### config.mk
export PLATFORM = sky130hd
export DESIGN_NAME = iprl
export DESIGN_NICKNAME = d
export VERILOG_FILES = /design/src/rtl/iprl_pkg.sv /design/src/rtl/iprl.sv
export VERILOG_INCLUDE_DIRS = /design/src /design/src/rtl
export SDC_FILE = /design/constraint.sdc
export NUM_CORES = 1
export LEC_CHECK = 0
export ABC_AREA = 1
export BUFFER_PORTS_ARGS = -buffer_cell sky130_fd_sc_hd__buf_2
export CORE_ASPECT_RATIO = 0.5
export CORE_MARGIN = 1.5
export CORE_UTILIZATION = 45
export DETAILED_ROUTE_END_ITERATION = 10
export HOLD_SLACK_MARGIN = 0.02
export PLACE_DENSITY = 0.79
export SYNTH_ARGS = -nofsm -noshare
export SYNTH_HDL_FRONTEND = slang
export SYNTH_SLANG_ARGS = --single-unit
### constraint.sdc
create_clock -name i_clk -period 3.7 [get_ports i_clk]
set_clock_uncertainty 0.2 [all_clocks]
set_input_delay 0.185 -clock i_clk [delete_from_list [all_inputs] [get_ports i_clk]]
set_output_delay 0.185 -clock i_clk [all_outputs]
set_load 0.02 [all_outputs]
### src/rtl/iprl_map.svh
`ifndef IPRL_MAP_SVH
`define IPRL_MAP_SVH

// ****************************************************************
// Register word indices on the Avalon-MM slave (byte address = 4x).
// ****************************************************************
`define IPRL_IDX_PRIO_A 3'h0
`define IPRL_IDX_PRIO_B 3'h1
`define IPRL_IDX_FLAGS 3'h2
`define IPRL_IDX_ENABLES 3'h3
`define IPRL_IDX_SENSE 3'h4

// ****************************************************************
// Reset values and field positions.
// ****************************************************************
`define IPRL_RST_BYTE 8'h00
`define IPRL_RST_PINS 6'h00
`define IPRL_PIN_IDLE 6'h3f
`define IPRL_FLAG_LSB 0
`define IPRL_FLAG_MSB 5
`define IPRL_FLAGS_RSVD 2'h0
`define IPRL_RD_PAD 24'h000000
`define IPRL_BE_LOW 0

// Priority register A field positions.
`define IPRL_A_PIN0 7
`define IPRL_A_PIN1 6
`define IPRL_A_PIN23 5
`define IPRL_A_PIN45 4
`define IPRL_A_WDOG_ADC 3
`define IPRL_A_T16_CH0 2
`define IPRL_A_T16_CH1 1
`define IPRL_A_T16_CH2 0
// Priority register B field positions.
`define IPRL_B_T8_CH01 7
`define IPRL_B_T8_CH23 6
`define IPRL_B_SERIAL0 3
`define IPRL_B_SERIAL1 2

// ****************************************************************
// Source counts, vectors and the module group of each internal source.
// ****************************************************************
`define IPRL_NPINS 6
`define IPRL_NINT 27
`define IPRL_PIN_VEC_BASE 6'h0c
`define IPRL_INT_VEC_BASE 6'h14
`define IPRL_VEC_NONE 6'h3f
`define IPRL_GRP_W 4
// Four bits per internal source, source 26 in the top nibble.
`define IPRL_GRP_TABLE 108'h877666655550444033302221001

`endif

### src/rtl/iprl_pkg.sv
package iprl_pkg;

	// Avalon-MM request from the bus master.
	typedef struct packed {
		logic read;
		logic write;
		logic [2:0] address;
		logic [3:0] byteenable;
		logic [31:0] writedata;
	} iprl_avs_req_t;

	// Request handed to the CPU exception logic.
	typedef struct packed {
		logic valid;
		logic [5:0] vector;
		logic level;
	} iprl_cpu_req_t;

	// Acknowledge of exception handling from the CPU.
	typedef struct packed {
		logic valid;
		logic [5:0] vector;
	} iprl_cpu_ack_t;

	// Module groups that share one priority bit; IPRL_GRP_FIXED has no bit and stays at level 0.
	typedef enum logic [3:0] {
		IPRL_GRP_FIXED,
		IPRL_GRP_WDOG_ADC,
		IPRL_GRP_T16_CH0,
		IPRL_GRP_T16_CH1,
		IPRL_GRP_T16_CH2,
		IPRL_GRP_T8_CH01,
		IPRL_GRP_T8_CH23,
		IPRL_GRP_SERIAL0,
		IPRL_GRP_SERIAL1
	} iprl_grp_t;

	// Whole state of the controller.
	typedef struct packed {
		logic [7:0] prio_a;
		logic [7:0] prio_b;
		logic [5:0] flags;
		logic [7:0] enables;
		logic [7:0] sense;
		logic [5:0] armed;
		logic [5:0] sync1;
		logic [5:0] sync2;
		logic [5:0] prev;
		logic ack;
		logic [31:0] rdata;
		iprl_cpu_req_t req;
	} iprl_state_t;

endpackage

### src/rtl/iprl.sv
`timescale 1ns/1ps
`default_nettype none
`include "iprl_map.svh"

module iprl (
	// Clock and reset.
	input wire logic i_clk,
	input wire logic i_rst_b,
	// Hardware standby request.
	input wire logic i_hw_standby,
	// Avalon-MM slave.
	input wire iprl_pkg::iprl_avs_req_t i_avs,
	output logic [31:0] o_avs_readdata,
	output logic o_avs_waitrequest,
	// External request pins, active low.
	input wire logic [5:0] i_pin_req_b,
	// Internal module requests.
	input wire logic [26:0] i_int_req,
	// CPU exception interface.
	output iprl_pkg::iprl_cpu_req_t o_cpu_req,
	input wire iprl_pkg::iprl_cpu_ack_t i_cpu_ack
);
	import iprl_pkg::*;

	localparam logic [`IPRL_GRP_W*`IPRL_NINT-1:0] GRP_TABLE = `IPRL_GRP_TABLE;

	iprl_state_t st_r;
	iprl_state_t st_nxt;
	logic [8:0] grp_level;
	logic [26:0] int_level;
	logic [5:0] pin_level;
	logic [5:0] pin_pend;
	logic access;
	logic take;
	logic hit_flags;

	// ****************************************************************
	// Priority levels per module group and per source.
	// ****************************************************************

	// Reserved bits of priority register B are not looked at here; register A has none.
	always_comb begin
		grp_level = '0;
		grp_level[IPRL_GRP_WDOG_ADC] = st_r.prio_a[`IPRL_A_WDOG_ADC];
		grp_level[IPRL_GRP_T16_CH0] = st_r.prio_a[`IPRL_A_T16_CH0];
		grp_level[IPRL_GRP_T16_CH1] = st_r.prio_a[`IPRL_A_T16_CH1];
		grp_level[IPRL_GRP_T16_CH2] = st_r.prio_a[`IPRL_A_T16_CH2];
		grp_level[IPRL_GRP_T8_CH01] = st_r.prio_b[`IPRL_B_T8_CH01];
		grp_level[IPRL_GRP_T8_CH23] = st_r.prio_b[`IPRL_B_T8_CH23];
		grp_level[IPRL_GRP_SERIAL0] = st_r.prio_b[`IPRL_B_SERIAL0];
		grp_level[IPRL_GRP_SERIAL1] = st_r.prio_b[`IPRL_B_SERIAL1];
	end

	// Each internal source looks up its group in the constant table.
	genvar gi;
	generate
		for (gi = 0; gi < `IPRL_NINT; gi++) begin : g_int
			assign int_level[gi] =
				grp_level[GRP_TABLE[gi*`IPRL_GRP_W +: `IPRL_GRP_W]];
		end
	endgenerate

	// Pins share bits pairwise above pin 1.
	assign pin_level = {st_r.prio_a[`IPRL_A_PIN45],
		st_r.prio_a[`IPRL_A_PIN45], st_r.prio_a[`IPRL_A_PIN23],
		st_r.prio_a[`IPRL_A_PIN23], st_r.prio_a[`IPRL_A_PIN1],
		st_r.prio_a[`IPRL_A_PIN0]};

	// A flag only requests while its pin is enabled.
	assign pin_pend = st_r.flags
		& st_r.enables[`IPRL_FLAG_MSB:`IPRL_FLAG_LSB];

	// ****************************************************************
	// Bus handshake.
	// ****************************************************************

	// One wait state: read data is captured first, then the access ends.
	assign access = i_avs.read | i_avs.write;
	assign take = access & st_r.ack;
	assign hit_flags = i_avs.address == `IPRL_IDX_FLAGS;
	assign o_avs_waitrequest = access & ~st_r.ack;
	assign o_avs_readdata = st_r.rdata;
	assign o_cpu_req = st_r.req;

	// ****************************************************************
	// Next state.
	// ****************************************************************

	always_comb begin
		logic wr_lane;
		logic [7:0] wbyte;
		logic [5:0] sw_clear;
		logic [5:0] hw_clear;
		logic [5:0] hw_set;
		logic found;
		st_nxt = st_r;
		wr_lane = i_avs.write & i_avs.byteenable[`IPRL_BE_LOW] & take;
		wbyte = i_avs.writedata[7:0];
		sw_clear = '0;
		hw_clear = '0;
		hw_set = '0;
		found = 1'b0;

		// Synchroniser chain; the first stage feeds only the second.
		st_nxt.sync1 = i_pin_req_b;
		st_nxt.sync2 = st_r.sync1;
		st_nxt.prev = st_r.sync2;

		st_nxt.ack = access & ~st_r.ack;

		// Read data is latched while waitrequest is still high.
		if (i_avs.read & ~st_r.ack) begin
			unique case (i_avs.address)
			`IPRL_IDX_PRIO_A: st_nxt.rdata = {`IPRL_RD_PAD, st_r.prio_a};
			`IPRL_IDX_PRIO_B: st_nxt.rdata = {`IPRL_RD_PAD, st_r.prio_b};
			`IPRL_IDX_FLAGS: st_nxt.rdata = {`IPRL_RD_PAD,
				`IPRL_FLAGS_RSVD, st_r.flags};
			`IPRL_IDX_ENABLES: st_nxt.rdata = {`IPRL_RD_PAD, st_r.enables};
			`IPRL_IDX_SENSE: st_nxt.rdata = {`IPRL_RD_PAD, st_r.sense};
			default: st_nxt.rdata = '0;
			endcase
		end

		// Plain storage registers; reserved bits are kept as written.
		if (wr_lane) begin
			unique case (i_avs.address)
			`IPRL_IDX_PRIO_A: st_nxt.prio_a = wbyte;
			`IPRL_IDX_PRIO_B: st_nxt.prio_b = wbyte;
			`IPRL_IDX_ENABLES: st_nxt.enables = wbyte;
			`IPRL_IDX_SENSE: st_nxt.sense = wbyte;
			default: ;
			endcase
		end

		// Clear arms on a read of 1; a written 0 then clears, a 1 never sets.
		if (take & i_avs.read & hit_flags)
			st_nxt.armed = st_r.rdata[`IPRL_FLAG_MSB:`IPRL_FLAG_LSB];
		if (wr_lane & hit_flags) begin
			sw_clear = st_r.armed & ~wbyte[`IPRL_FLAG_MSB:`IPRL_FLAG_LSB];
			st_nxt.armed = '0;
		end

		for (int n = 0; n < `IPRL_NPINS; n++) begin
			// Low level or falling edge of the synchronised pin.
			if (st_r.sense[n])
				hw_set[n] = st_r.prev[n] & ~st_r.sync2[n];
			else
				hw_set[n] = ~st_r.sync2[n];
			// Exception handling for this pin's vector.
			if (i_cpu_ack.valid &&
				i_cpu_ack.vector == `IPRL_PIN_VEC_BASE + 6'(n))
				hw_clear[n] = st_r.sense[n] | st_r.sync2[n];
		end
		// Setting wins over any clear in the same cycle except standby.
		st_nxt.flags = (st_r.flags & ~(sw_clear | hw_clear)) | hw_set;

		// Level 1 first, then smaller vector; the scan runs high to low.
		st_nxt.req.valid = 1'b0;
		st_nxt.req.vector = `IPRL_VEC_NONE;
		st_nxt.req.level = 1'b0;
		for (int lv = 1; lv >= 0; lv--) begin
			for (int k = `IPRL_NINT - 1; k >= 0; k--) begin
				if (!found && i_int_req[k] && int_level[k] == lv[0]) begin
					st_nxt.req.valid = 1'b1;
					st_nxt.req.vector = `IPRL_INT_VEC_BASE + 6'(k);
					st_nxt.req.level = lv[0];
				end
			end
			for (int n = `IPRL_NPINS - 1; n >= 0; n--) begin
				if (!found && pin_pend[n] && pin_level[n] == lv[0]) begin
					st_nxt.req.valid = 1'b1;
					st_nxt.req.vector = `IPRL_PIN_VEC_BASE + 6'(n);
					st_nxt.req.level = lv[0];
				end
			end
			found = st_nxt.req.valid;
		end

		// Standby returns the bus registers and the arm bits to their reset values.
		if (i_hw_standby) begin
			st_nxt.prio_a = `IPRL_RST_BYTE;
			st_nxt.prio_b = `IPRL_RST_BYTE;
			st_nxt.flags = `IPRL_RST_PINS;
			st_nxt.enables = `IPRL_RST_BYTE;
			st_nxt.sense = `IPRL_RST_BYTE;
			st_nxt.armed = `IPRL_RST_PINS;
		end
	end

	// ****************************************************************
	// State register.
	// ****************************************************************

	// Pins idle high, so the chain resets to ones to avoid a false edge.
	always_ff @(posedge i_clk or negedge i_rst_b) begin
		if (!i_rst_b) begin
			st_r <= '0;
			st_r.sync1 <= `IPRL_PIN_IDLE;
			st_r.sync2 <= `IPRL_PIN_IDLE;
			st_r.prev <= `IPRL_PIN_IDLE;
			st_r.req.vector <= `IPRL_VEC_NONE;
		end else begin
			st_r <= st_nxt;
		end
	end
endmodule
`default_nettype wire

# Word level (Yosys, flattened, before mapping)
# Cells that the tools add are included.
# op_classes
n_lt_le_gt_ge	0
reduce_logical	107
bitwise_logic	47
div_mod_pow	0
n_shift	0
add_sub_neg	0
n_eq_ne	10
mul	0
mux	84
# op_table
op	count
2-to-1 mux 8 bit	65
logical AND 1 bit	95
2-to-1 mux 44 bit	1
case mux 8 bit (5 select lines)	1
2-to-1 mux 16 bit	2
equality test 6 x 4 -> 1 bit, second input constant	4
inverter 1 bit	19
bitwise AND 6 bit	3
2-to-1 mux 6 bit	3
bitwise AND 1 bit	14
equality test 6 x 5 -> 1 bit, second input constant	2
2-to-1 mux 1 bit	12
inverter 6 bit	2
bitwise OR 6 bit	2
nonzero test 2 bit	5
AND reduction 2 bit	4
bitwise OR 1 bit	7
equality test 3 x 2 -> 1 bit, second input constant	2
equality test 3 x 1 -> 1 bit, second input constant	1
equality test 3 bit, second input constant	1
logical NOT 3 bit	1
nonzero test 3 bit	1
logical NOT 1 bit	1
# totals
mem_bits_ro	0
wordCells	262
register_bits	103
mem_count	0
out_inout_bits	41
ram_bits	0
latch_bits	0

# Depth between registers and ports, before layout
# Gate-level depths: netlist (run 1).
# depth
ltp_word	65
depth_mapped	55
mapped_depth_nobuf	55

# Worst setup path before layout (run 1)
# Ideal clock, no wire load.
# synth_timing
path_type	reg-to-reg
startpoint	register st_r, in the netlist grp_level[8]
endpoint	register st_r, in the netlist o_cpu_req[1]
required_ns	3.432
synth_period_minus_slack_ns	3.077
arrival_time_ns	2.809
stages_incl_launch_ff	56
setup_slack_ns	0.623
cell_sequence	dfrtp_1 -> nand2_1 -> clkinv_1 -> nand2_1 -> nand2_1 -> nand2_1 -> nand2_1 -> nand2_1 -> nand2_1 -> nand2_1 -> nand2_1 -> nand2_1 -> nand2_1 -> nand2_1 -> nand2_1 -> nand2_1 -> nand2_1 -> nand2_1 -> [20 not listed] -> nand2_1 -> nand2_1 -> nand2_1 -> nand2_1 -> nand2_1 -> nand2_1 -> nand2_1 -> nand2_1 -> nand2_1 -> nand2_1 -> nand2_1 -> nand2_1 -> nand2_1 -> nand2_1 -> nand2_1 -> nand2_1 -> nand2_1 -> a21oi_2
# synth_lines
item	line_no	text
start: declaration	iprl.sv:27	iprl_state_t st_r;
start signal: assignment	iprl.sv:203	st_r <= st_nxt;

==> results of run 1 <==
-- flip-flops by register name, summed over array words and instances, names as in the netlist --
name	count
pin_level	4
st_nxt	12
st_r	39
grp_level	8
o_cpu_req	8
o_avs_readdata	8
-- critical path: cells and delay by family, from the launching register on --
kind	cells	cell delay, ps
compound gates	1	130
buf+inv	1	30
flops	1	390
simple gates	53	2740
-- cell families after synthesis --
kind of cell    share of synthesized area, %
simple gates                            28.5
flops                                   44.6
mux                                     1.00
compound gates                          13.2
buf+inv                                 12.6
other cells                           0.0834
-- per-layer routing --
layer  up-vias  part of all wire (%)
li1       2075                     -
met1      1922                    48
met2       178                    42
met3        16                   8.6
met4         0                   1.7
met5         -                     0
-- through the flow --
stage	TNS [ps]	hold slack [ps]	cell area (um2)	instances	utilization (%)
after CTS	0	21.1	5270	823	55.1
final	0	37.3	5290	825	55.3
after floorplan	0	-311	4580	627	-
after global routing	-467	58.2	5290	825	55.3
after detailed placement	0	91.3	4800	791	50.2
after global placement	0	90.4	4800	791	50.2
-- timing repair --
| action | 4_1_cts | 5_1_grt |
|---|---|---|
| hold endpoints to repair | 74 | 0 |
| buffers inserted | 0 | 2 |
| hold buffers | 16 | 0 |
| endpoints found under the setup margin | 0 | 1 |
| resized for setup | 0 | 3 |
-- where the power goes --
group / total (mW) / switching, mW / internal (mW)
Clock: 0.898 / 0.338 / 0.560
Sequential: 1.04 / 0.0577 / 0.983
Combinational: 0.601 / 0.384 / 0.217
Total: 2.54 / 0.779 / 1.76
-- cell type report --
cell class                 count  area, um2
timing repair buffer          98        596
tap                          135        169
sequential                    79       2010
clock inverter                 4       53.8
clock buffer                  12        256
fill                         937       4280
multi-input combinational    445       2020
inverter                      52        195
-- worst min-delay path by stage --
stage | slack [ps] | end | from | cells past startpoint
global placement | 90 | st_nxt[52]$_DFF_PN1_ | i_pin_req_b[5] | 1
detailed placement | 90 | st_nxt[52]$_DFF_PN1_ | i_pin_req_b[5] | 1
floorplan | -310 | grp_level[1]$_DFFE_PN0P_ | i_rst_b | 0
CTS | 20 | o_cpu_req[6]$_DFF_PN1_ | i_int_req[5] | 4
global route | 60 | st_r[82]$_DFF_PN0_ | i_hw_standby | 2
finish | 40 | st_r[85]$_DFF_PN0_ | i_avs[4] | 5
-- synthesized netlist by cell type --
cell	instances
nor2_1	35
buf_6	1
o21ai_1	8
nand4_1	4
clkinv_1	1
o2111ai_1	3
inv_2	9
a21oi_2	1
conb_1	1
nand3_1	36
nand2_1	211
buf_8	1
dfrtp_1	55
clkbuf_8	1
a22oi_1	5
clkbuf_1	8
o21ai_0	55
a221oi_1	1
nand3_4	1
a21boi_0	1
buf_4	40
nor3_1	12
dfstp_2	24
inv_1	42
or2_2	1
a41oi_1	1
o21a_1	2
nor4_1	8
nand2_2	2
a31oi_1	2
a21oi_1	20
o21bai_1	6
nor3b_1	1
mux2_2	4
o311ai_1	1
==> run_results.csv, run 1 <==
group,metric,value,unit
sta,finalMaxSlewViolations,0,
die,start_util,47.0,%
detailed_routing,drtIter0Drc,263,
detailed_routing,ant_nets,0,
setup_path,timing.rr.end,"o_cpu_req[1]$_DFF_PN1_",
logic_synthesis,syn_inst,604,
detailed_routing,vias_per_cell,5.08,
grt,grt_use_met2,34.7,%
detailed_routing,wl,10800,um
setup_path,cp_slowest_stage_delay,390,ps
sta,worst_slew_pin_slew,1090,ps
setup_path,reg2reg_slack,160,ps
die,dieWidth,144,um
placed_design,portBuffers,73,
cells_and_area,final_common_cell,"nand2_1",
die,die_area,10600,um2
clocking,clockRootBuffer,"clkbuf_16",
sta,finalSetupViolations,0,
clocking,clockBufferDepth,2,
die,num_rows,25,
setup_path,crit_fanout,2,
setup_path,crit_type,"flip-flop to flip-flop",
cells_and_area,area_growth,17.7,%
logic_synthesis,ys_seq_area_share,44.6,%
sta,fmax,282,MHz
grt,grtUsageTotal,22.3,%
placed_design,preCtsSetupSlack,173,ps
grt,grt-busiest-layer,"met2",
cells_and_area,nets,769,
clocking,cts.sinks,79,
cells_and_area,drive_gt1_share,20.6,%
setup_path,reg2reg_depth,55,
logic_synthesis,ys_top_cells_by_area,"dfrtp_1 31%, nand2_1 18%, dfstp_2 14%",
power,vdd.ir_drop.worst,0.000297,V
placed_design,gp_congestion,0.838,
detailed_routing,wl_per_cell,13.1,um
setup_path,worst_ep_required_time,3770,ps
setup_path,reg2reg_from,"grp_level[8]$_DFFE_PN0P_",
setup_path,crit_path_top_delay_cell,"dfrtp_1",
setup_path,cp-endpoint,"o_cpu_req[1]$_DFF_PN1_",
flow_run,maxCapViolations,0,
power,p_per_area,480,nW/um2
grt,use_met3,5.87,%
clocking,clkTransAtPathRegs,60,ps
grt,grt_max_degree,80,
die,io_pins,125,
clocking,clock_latency,340,ps
power,p_total,2.54,mW
setup_path,crit_top_cell,"nand2_1",
cells_and_area,final_cell_mix,"209 x nand2_1, 72 x buf_2, 55 x o21ai_0, 55 x dfrtp_1, 42 x inv_1",
sta,rsz0062_at_grt,"yes",
sta,finalHoldViolCount,0,
setup_path,critPathCaptureType,"flip-flop",
clocking,cts_tree,"yes",
cells_and_area,antenna_cells,0,
logic_synthesis,synth_top_area_share,30.6,%
sta,setup_slack,160,ps
detailed_routing,drc_errors,0,
setup_path,worstSetupStartpointType,"flip-flop",
logic_synthesis,netlist-cell-type-count,35,
logic_synthesis,ys_ff_latch,79,
clocking,cts_max_level,3,
die,die_height,73.7,um
grt,grt_overflow,0,
placed_design,dp_hpwl,8200,um
min_path,min_path_type,"primary input to flip-flop",
setup_path,critPathArrivalTime,3610,ps
detailed_routing,via_count,4191,
setup_path,critPathLaunch,"grp_level[8]$_DFFE_PN0P_",
die,core,9570,um2
sta,slew_headroom,27.1,%
sta,finalCriticalPeriod,3540,ps
logic_synthesis,synth_area,4500,um2
power,cellLeakagePower,2.73,nW
logic_synthesis,synth_top_area_cell,"dfrtp_1",
logic_synthesis,yosys_warnings,0,
detailed_routing,drt_first_pass_iters,5,
grt,grt_use_met1,31.0,%
sta,fin_crit_sh,95.7,%
logic_synthesis,avgSynthCellArea,7.45,um2
grt,grt_first_pass_wirelength,18200,um
outcome,status,"finished clean",
clocking,cts_buffers,9,
grt,grt_pass1_vias,3876,
grt,antenna_found_initial,0,
No activity file was read; power rests on OpenSTA's default activity.
==> run 2, diff against run 1 <==
--- a/config.mk
+++ b/config.mk
@@ -9,7 +9,7 @@
 export ABC_AREA = 1
 export BUFFER_PORTS_ARGS = -buffer_cell sky130_fd_sc_hd__buf_2
 export CORE_ASPECT_RATIO = 0.5
-export CORE_MARGIN = 1.5
+export CORE_MARGIN = 3
 export CORE_UTILIZATION = 45
 export DETAILED_ROUTE_END_ITERATION = 10
 export HOLD_SLACK_MARGIN = 0.02
==> run_results.csv, run 2 (synthesis gave the netlist of run 1 again) <==
group,metric,value,unit
cells_and_area,fin_cells,824,
setup_path,crit_type,"flip-flop to flip-flop",
sta,finalMaxSlewViolations,0,
sta,finalSetupViolations,0,
setup_path,worstSetupStartpointType,"flip-flop",
cells_and_area,regMostFlops,"st_r",
clocking,clock_latency,330,ps
setup_path,reg2reg_from,"grp_level[8]$_DFFE_PN0P_",
cells_and_area,drive_gt1_share,20.8,%
sta,worst_slew_pin_slew,1110,ps
die,die_area,11300,um2
clocking,clockBufferDepth,2,
clocking,cts_max_level,3,
grt,grtUsageTotal,19.9,%
cells_and_area,fillers,899,
sta,rsz0062_at_grt,"yes",
power,p_per_area,485,nW/um2
setup_path,crit_path_top_delay_cell,"dfrtp_1",
outcome,status,"finished clean",
cells_and_area,nets,768,
sta,finalCriticalPeriod,3570,ps
placed_design,dp_hpwl,8270,um
sta,finalHoldViolCount,0,
detailed_routing,wl_per_cell,13.4,um
setup_path,critPathArrivalTime,3630,ps
clocking,cts.sinks,79,
die,start_util,47.0,%
min_path,hp-start,"i_avs[4]",
detailed_routing,drtIter0Drc,280,
die,die_height,76.7,um
placed_design,gp_congestion,0.899,
die,num_rows,25,
sta,fmax,280,MHz
setup_path,crit_top_cell,"nand2_1",
detailed_routing,vias_per_cell,5.12,
clocking,cts_tree,"yes",
clocking,clkTransAtPathRegs,60,ps
detailed_routing,drc_errors,0,
detailed_routing,via_count,4221,
setup_path,cp_slowest_stage_delay,390,ps
cells_and_area,post-route-util,55.3,%
grt,grt_overflow,0,
cells_and_area,antenna_cells,0,
detailed_routing,wl,11000,um
grt,grt_max_degree,80,
grt,grt_first_pass_wirelength,18300,um
cells_and_area,largest_reg_flops,39,
placed_design,portBuffers,73,
placed_design,placedCellCount,790,
power,cellLeakagePower,2.73,nW
clocking,clockRootBuffer,"clkbuf_16",
grt,grt_pass1_vias,3937,
clocking,cts_buffers,9,
sta,fin_crit_sh,96.5,%
setup_path,crit_fanout,2,
die,io_pins,125,
setup_path,critPathLaunch,"grp_level[8]$_DFFE_PN0P_",
sta,slew_headroom,25.7,%
setup_path,worst_ep_required_time,3760,ps
grt,antenna_found_initial,0,
detailed_routing,drt_first_pass_iters,5,
cells_and_area,final_cell_mix,"209 x nand2_1, 72 x buf_2, 55 x o21ai_0, 54 x dfrtp_1, 42 x inv_1",
die,dieWidth,147,um
detailed_routing,ant_nets,0,
power,vdd.ir_drop.worst,0.000321,V
setup_path,critPathCaptureType,"flip-flop",
cells_and_area,final_common_cell,"nand2_1",
die,core,9570,um2
cells_and_area,area_growth,17.6,%
flow_run,maxCapViolations,0,
min_path,min_path_type,"primary input to flip-flop",
-- run 2: cell types whose count changed in the layout (fill, tap and decap cells not counted) --
cell,before,now
clkinv_2,0,2
bufinv_16,1,2
dfrtp_2,0,1
dlygate4sd3_1,16,15
clkbuf_8,2,0
clkinvlp_4,2,1
dfrtp_1,55,54
-- run 2: repair_timing --
item / CTS / global route
resized for setup: 0 / 4
endpoints found under the setup margin: 0 / 1
setup buffers: 0 / 3
endpoints found under the hold margin: 74 / 0
hold buffers: 15 / 0
-- run 2: metal layers --
metal  vias up  wire, um  global-route usage [%]
met5         -         0                       0
met3        17       846                    5.73
met1      1987      5190                    28.3
met2       145      4830                    30.2
li1       2072         -                       -
met4         0       159                    4.65
-- run 2: worst paths after layout --
path                                            endpoint  slack (ps)  cells after the start
worst max-delay path              o_cpu_req[1]$_DFF_PN1_         130                     55
worst min-delay path                  st_r[85]$_DFF_PN0_          40                      5
worst max register to register    o_cpu_req[1]$_DFF_PN1_         130                     55
worst min register to register      st_nxt[45]$_DFF_PN1_         160                      0
max in group asynchronous       grp_level[7]$_DFFE_PN0P_        2300                      2
min in group asynchronous         o_cpu_req[7]$_DFF_PN0_         350                      2
-- run 2: layout make-up --
type	instances	area [um2]	area share (%)
multi-input combinational	445	2020	38.1
sequential	79	2010	38.0
timing repair buffer	97	586	11.1
tap	135	169	3.19
inverter	52	195	3.69
clock buffer	10	229	4.33
clock inverter	6	86.3	1.63
-- run 2: report_power, final --
part	internal, mW	switching (mW)
clock network	0.589	0.336
logic	0.217	0.386
registers	0.983	0.0555
-- run 2: critical path: cells and delay by family, from the launching register on --
kind,cells,cell delay [ps]
flip-flops,1,390
buffers and inverters,1,30
AO/OA/AOI/OAI,1,150
AND/OR/NAND/NOR,53,2740
-- run 2: through the flow --
step	setup WS, ps	cell area (um2)	setup TNS, ps	total power [mW]	hold WS, ps
floorplan	623	4580	0	1.53	-311
global placement	173	4800	0	1.62	90.0
detailed placement	149	4800	0	1.63	91.2
CTS	124	5260	0	2.57	26.1
global route	-370	5290	-370	2.70	49.9
finish	130	5290	0	2.57	40.2
==> run 3, diff against run 2 <==
--- a/config.mk
+++ b/config.mk
@@ -13,7 +13,7 @@
 export CORE_UTILIZATION = 45
 export DETAILED_ROUTE_END_ITERATION = 10
 export HOLD_SLACK_MARGIN = 0.02
-export PLACE_DENSITY = 0.79
+export PLACE_DENSITY = 0.81
 export SYNTH_ARGS = -nofsm -noshare
 export SYNTH_HDL_FRONTEND = slang
 export SYNTH_SLANG_ARGS = --single-unit
==> run_results.csv, run 3 (synthesis gave the netlist of run 1 again) <==
group,metric,value,unit
detailed_routing,drtIter0Drc,421,
outcome,status,"finished clean",
setup_path,crit_fanout,2,
cells_and_area,drive_gt1_share,20.8,%
sta,worst_slew_pin_slew,1130,ps
clocking,clockBufferDepth,2,
sta,holdWs,27.3,ps
cells_and_area,largest_reg_flops,39,
clocking,cts_tree,"yes",
cells_and_area,area_growth,17.2,%
power,cellLeakagePower,2.72,nW
clocking,cts_max_level,3,
clocking,cts.sinks,79,
detailed_routing,wl,11000,um
cells_and_area,nets,770,
cells_and_area,final_common_cell,"nand2_1",
sta,finalMaxSlewViolations,0,
setup_path,crit_path_top_delay_cell,"dfrtp_1",
grt,antenna_found_initial,0,
setup_path,cp_slowest_stage_delay,390,ps
clocking,clkTransAtPathRegs,50,ps
detailed_routing,vias_per_cell,5.04,
cells_and_area,fin_area,5270,um2
sta,finalCriticalPeriod,3520,ps
die,dieWidth,147,um
detailed_routing,via_count,4170,
cells_and_area,fin_cells,827,
placed_design,dp_hpwl,8290,um
sta,slew_headroom,24.4,%
placed_design,portBuffers,73,
grt,grt_first_pass_wirelength,18600,um
grt,grt_max_degree,80,
die,die_height,76.7,um
setup_path,critPathCaptureType,"flip-flop",
clocking,clockRootBuffer,"clkbuf_16",
flow_run,maxCapViolations,0,
placed_design,placedInstanceArea,4800,um2
min_path,min_path_type,"primary input to flip-flop",
grt,grtUsageTotal,20.2,%
sta,fmax,284,MHz
grt,grt_overflow,0,
placed_design,placedCellCount,791,
clocking,cts_buffers,9,
die,die_area,11300,um2
detailed_routing,drt_first_pass_iters,5,
sta,fin_crit_sh,95.1,%
cells_and_area,post-route-util,55.1,%
sta,finalHoldViolCount,0,
sta,finalSetupViolations,0,
setup_path,worstSetupStartpointType,"flip-flop",
power,p_per_area,464,nW/um2
setup_path,crit_top_cell,"nand2_1",
sta,rsz0062_at_grt,"yes",
setup_path,crit_type,"flip-flop to flip-flop",
detailed_routing,drc_errors,0,
detailed_routing,wl_per_cell,13.3,um
die,start_util,47.0,%
die,num_rows,25,
detailed_routing,ant_nets,0,
grt,grt_pass1_vias,4007,
die,core,9570,um2
setup_path,critPathArrivalTime,3580,ps
cells_and_area,regMostFlops,"st_r",
power,vdd.ir_drop.worst,0.000229,V
clocking,clock_latency,330,ps
setup_path,worst_ep_required_time,3760,ps
power,p_total,2.45,mW
cells_and_area,final_cell_mix,"208 x nand2_1, 72 x buf_2, 55 x o21ai_0, 54 x dfrtp_1, 42 x inv_1",
placed_design,gp_congestion,0.866,
die,io_pins,125,
run 3: changes by cell type in the layout (fill, tap and decap cells not counted):
cell	change
bufinv_16	-2
buf_4	+1
clkbuf_1	+1
clkbuf_8	+1
clkinv_2	-1
diode_2	+1
dlygate4sd3_1	+1
inv_6	+1
nand2_1	-1
nand2_2	+1
run 3: routing by layer:
metal  up-vias  track usage (%)  share of wire, %
li1       2080                -                 -
met1      1878             28.0                47
met2       192             31.0                43
met3        20             5.96               8.1
met4         0             5.95               1.5
met5         -                0                 0
run 3: timing repair:
action | CTS | global route
buffers inserted | 0 | 3
endpoints found under the hold margin | 72 | 0
hold buffers | 16 | 0
endpoints found under the setup margin | 0 | 1
gates resized for setup | 0 | 5
run 3: final timing paths:
kind | startpoint | to | slack [ps] | depth (start not counted)
worst min register to register | st_nxt[49]$_DFF_PN1_ | st_nxt[43]$_DFF_PN1_ | 150 | 0
max in group asynchronous | i_rst_b | grp_level[7]$_DFFE_PN0P_ | 2300 | 2
min in group asynchronous | i_rst_b | o_cpu_req[7]$_DFF_PN0_ | 340 | 2
worst min-delay path | i_int_req[4] | o_cpu_req[6]$_DFF_PN1_ | 30 | 4
worst max-delay path | grp_level[8]$_DFFE_PN0P_ | o_cpu_req[1]$_DFF_PN1_ | 180 | 55
worst max register to register | grp_level[8]$_DFFE_PN0P_ | o_cpu_req[1]$_DFF_PN1_ | 180 | 55
run 3: critical path: cells and delay by family (launching register included):
kind            cells  cell delay [ps]
compound gates      1              140
buf+inv             1               40
flops               1              390
simple gates       53             2720
run 3: power by group:
part | internal [mW] | total (mW) | switching, mW
logic | 0.216 | 0.598 | 0.382
registers | 0.983 | 1.04 | 0.0562
clock network | 0.475 | 0.811 | 0.336
total | 1.67 | 2.45 | 0.774
run 3: area by class of cell:
| class | count | area (um2) |
|---|---|---|
| Clock inverter | 4 | 30.0 |
| Sequential cell | 79 | 2010 |
| Timing Repair Buffer | 99 | 603 |
| Tap cell | 135 | 169 |
| Antenna cell | 1 | 2.50 |
| Inverter | 52 | 195 |
| Clock buffer | 12 | 246 |
| Multi-Input combinational cell | 445 | 2020 |
| Fill cell | 916 | 4300 |
run 3: stage by stage:
stage	setup WS (ps)	TNS [ps]
2_1_floorplan	623	0
3_3_place_gp	153	0
3_5_place_dp	115	0
4_1_cts	79.2	0
5_1_grt	-417	-417
6_report	183	0
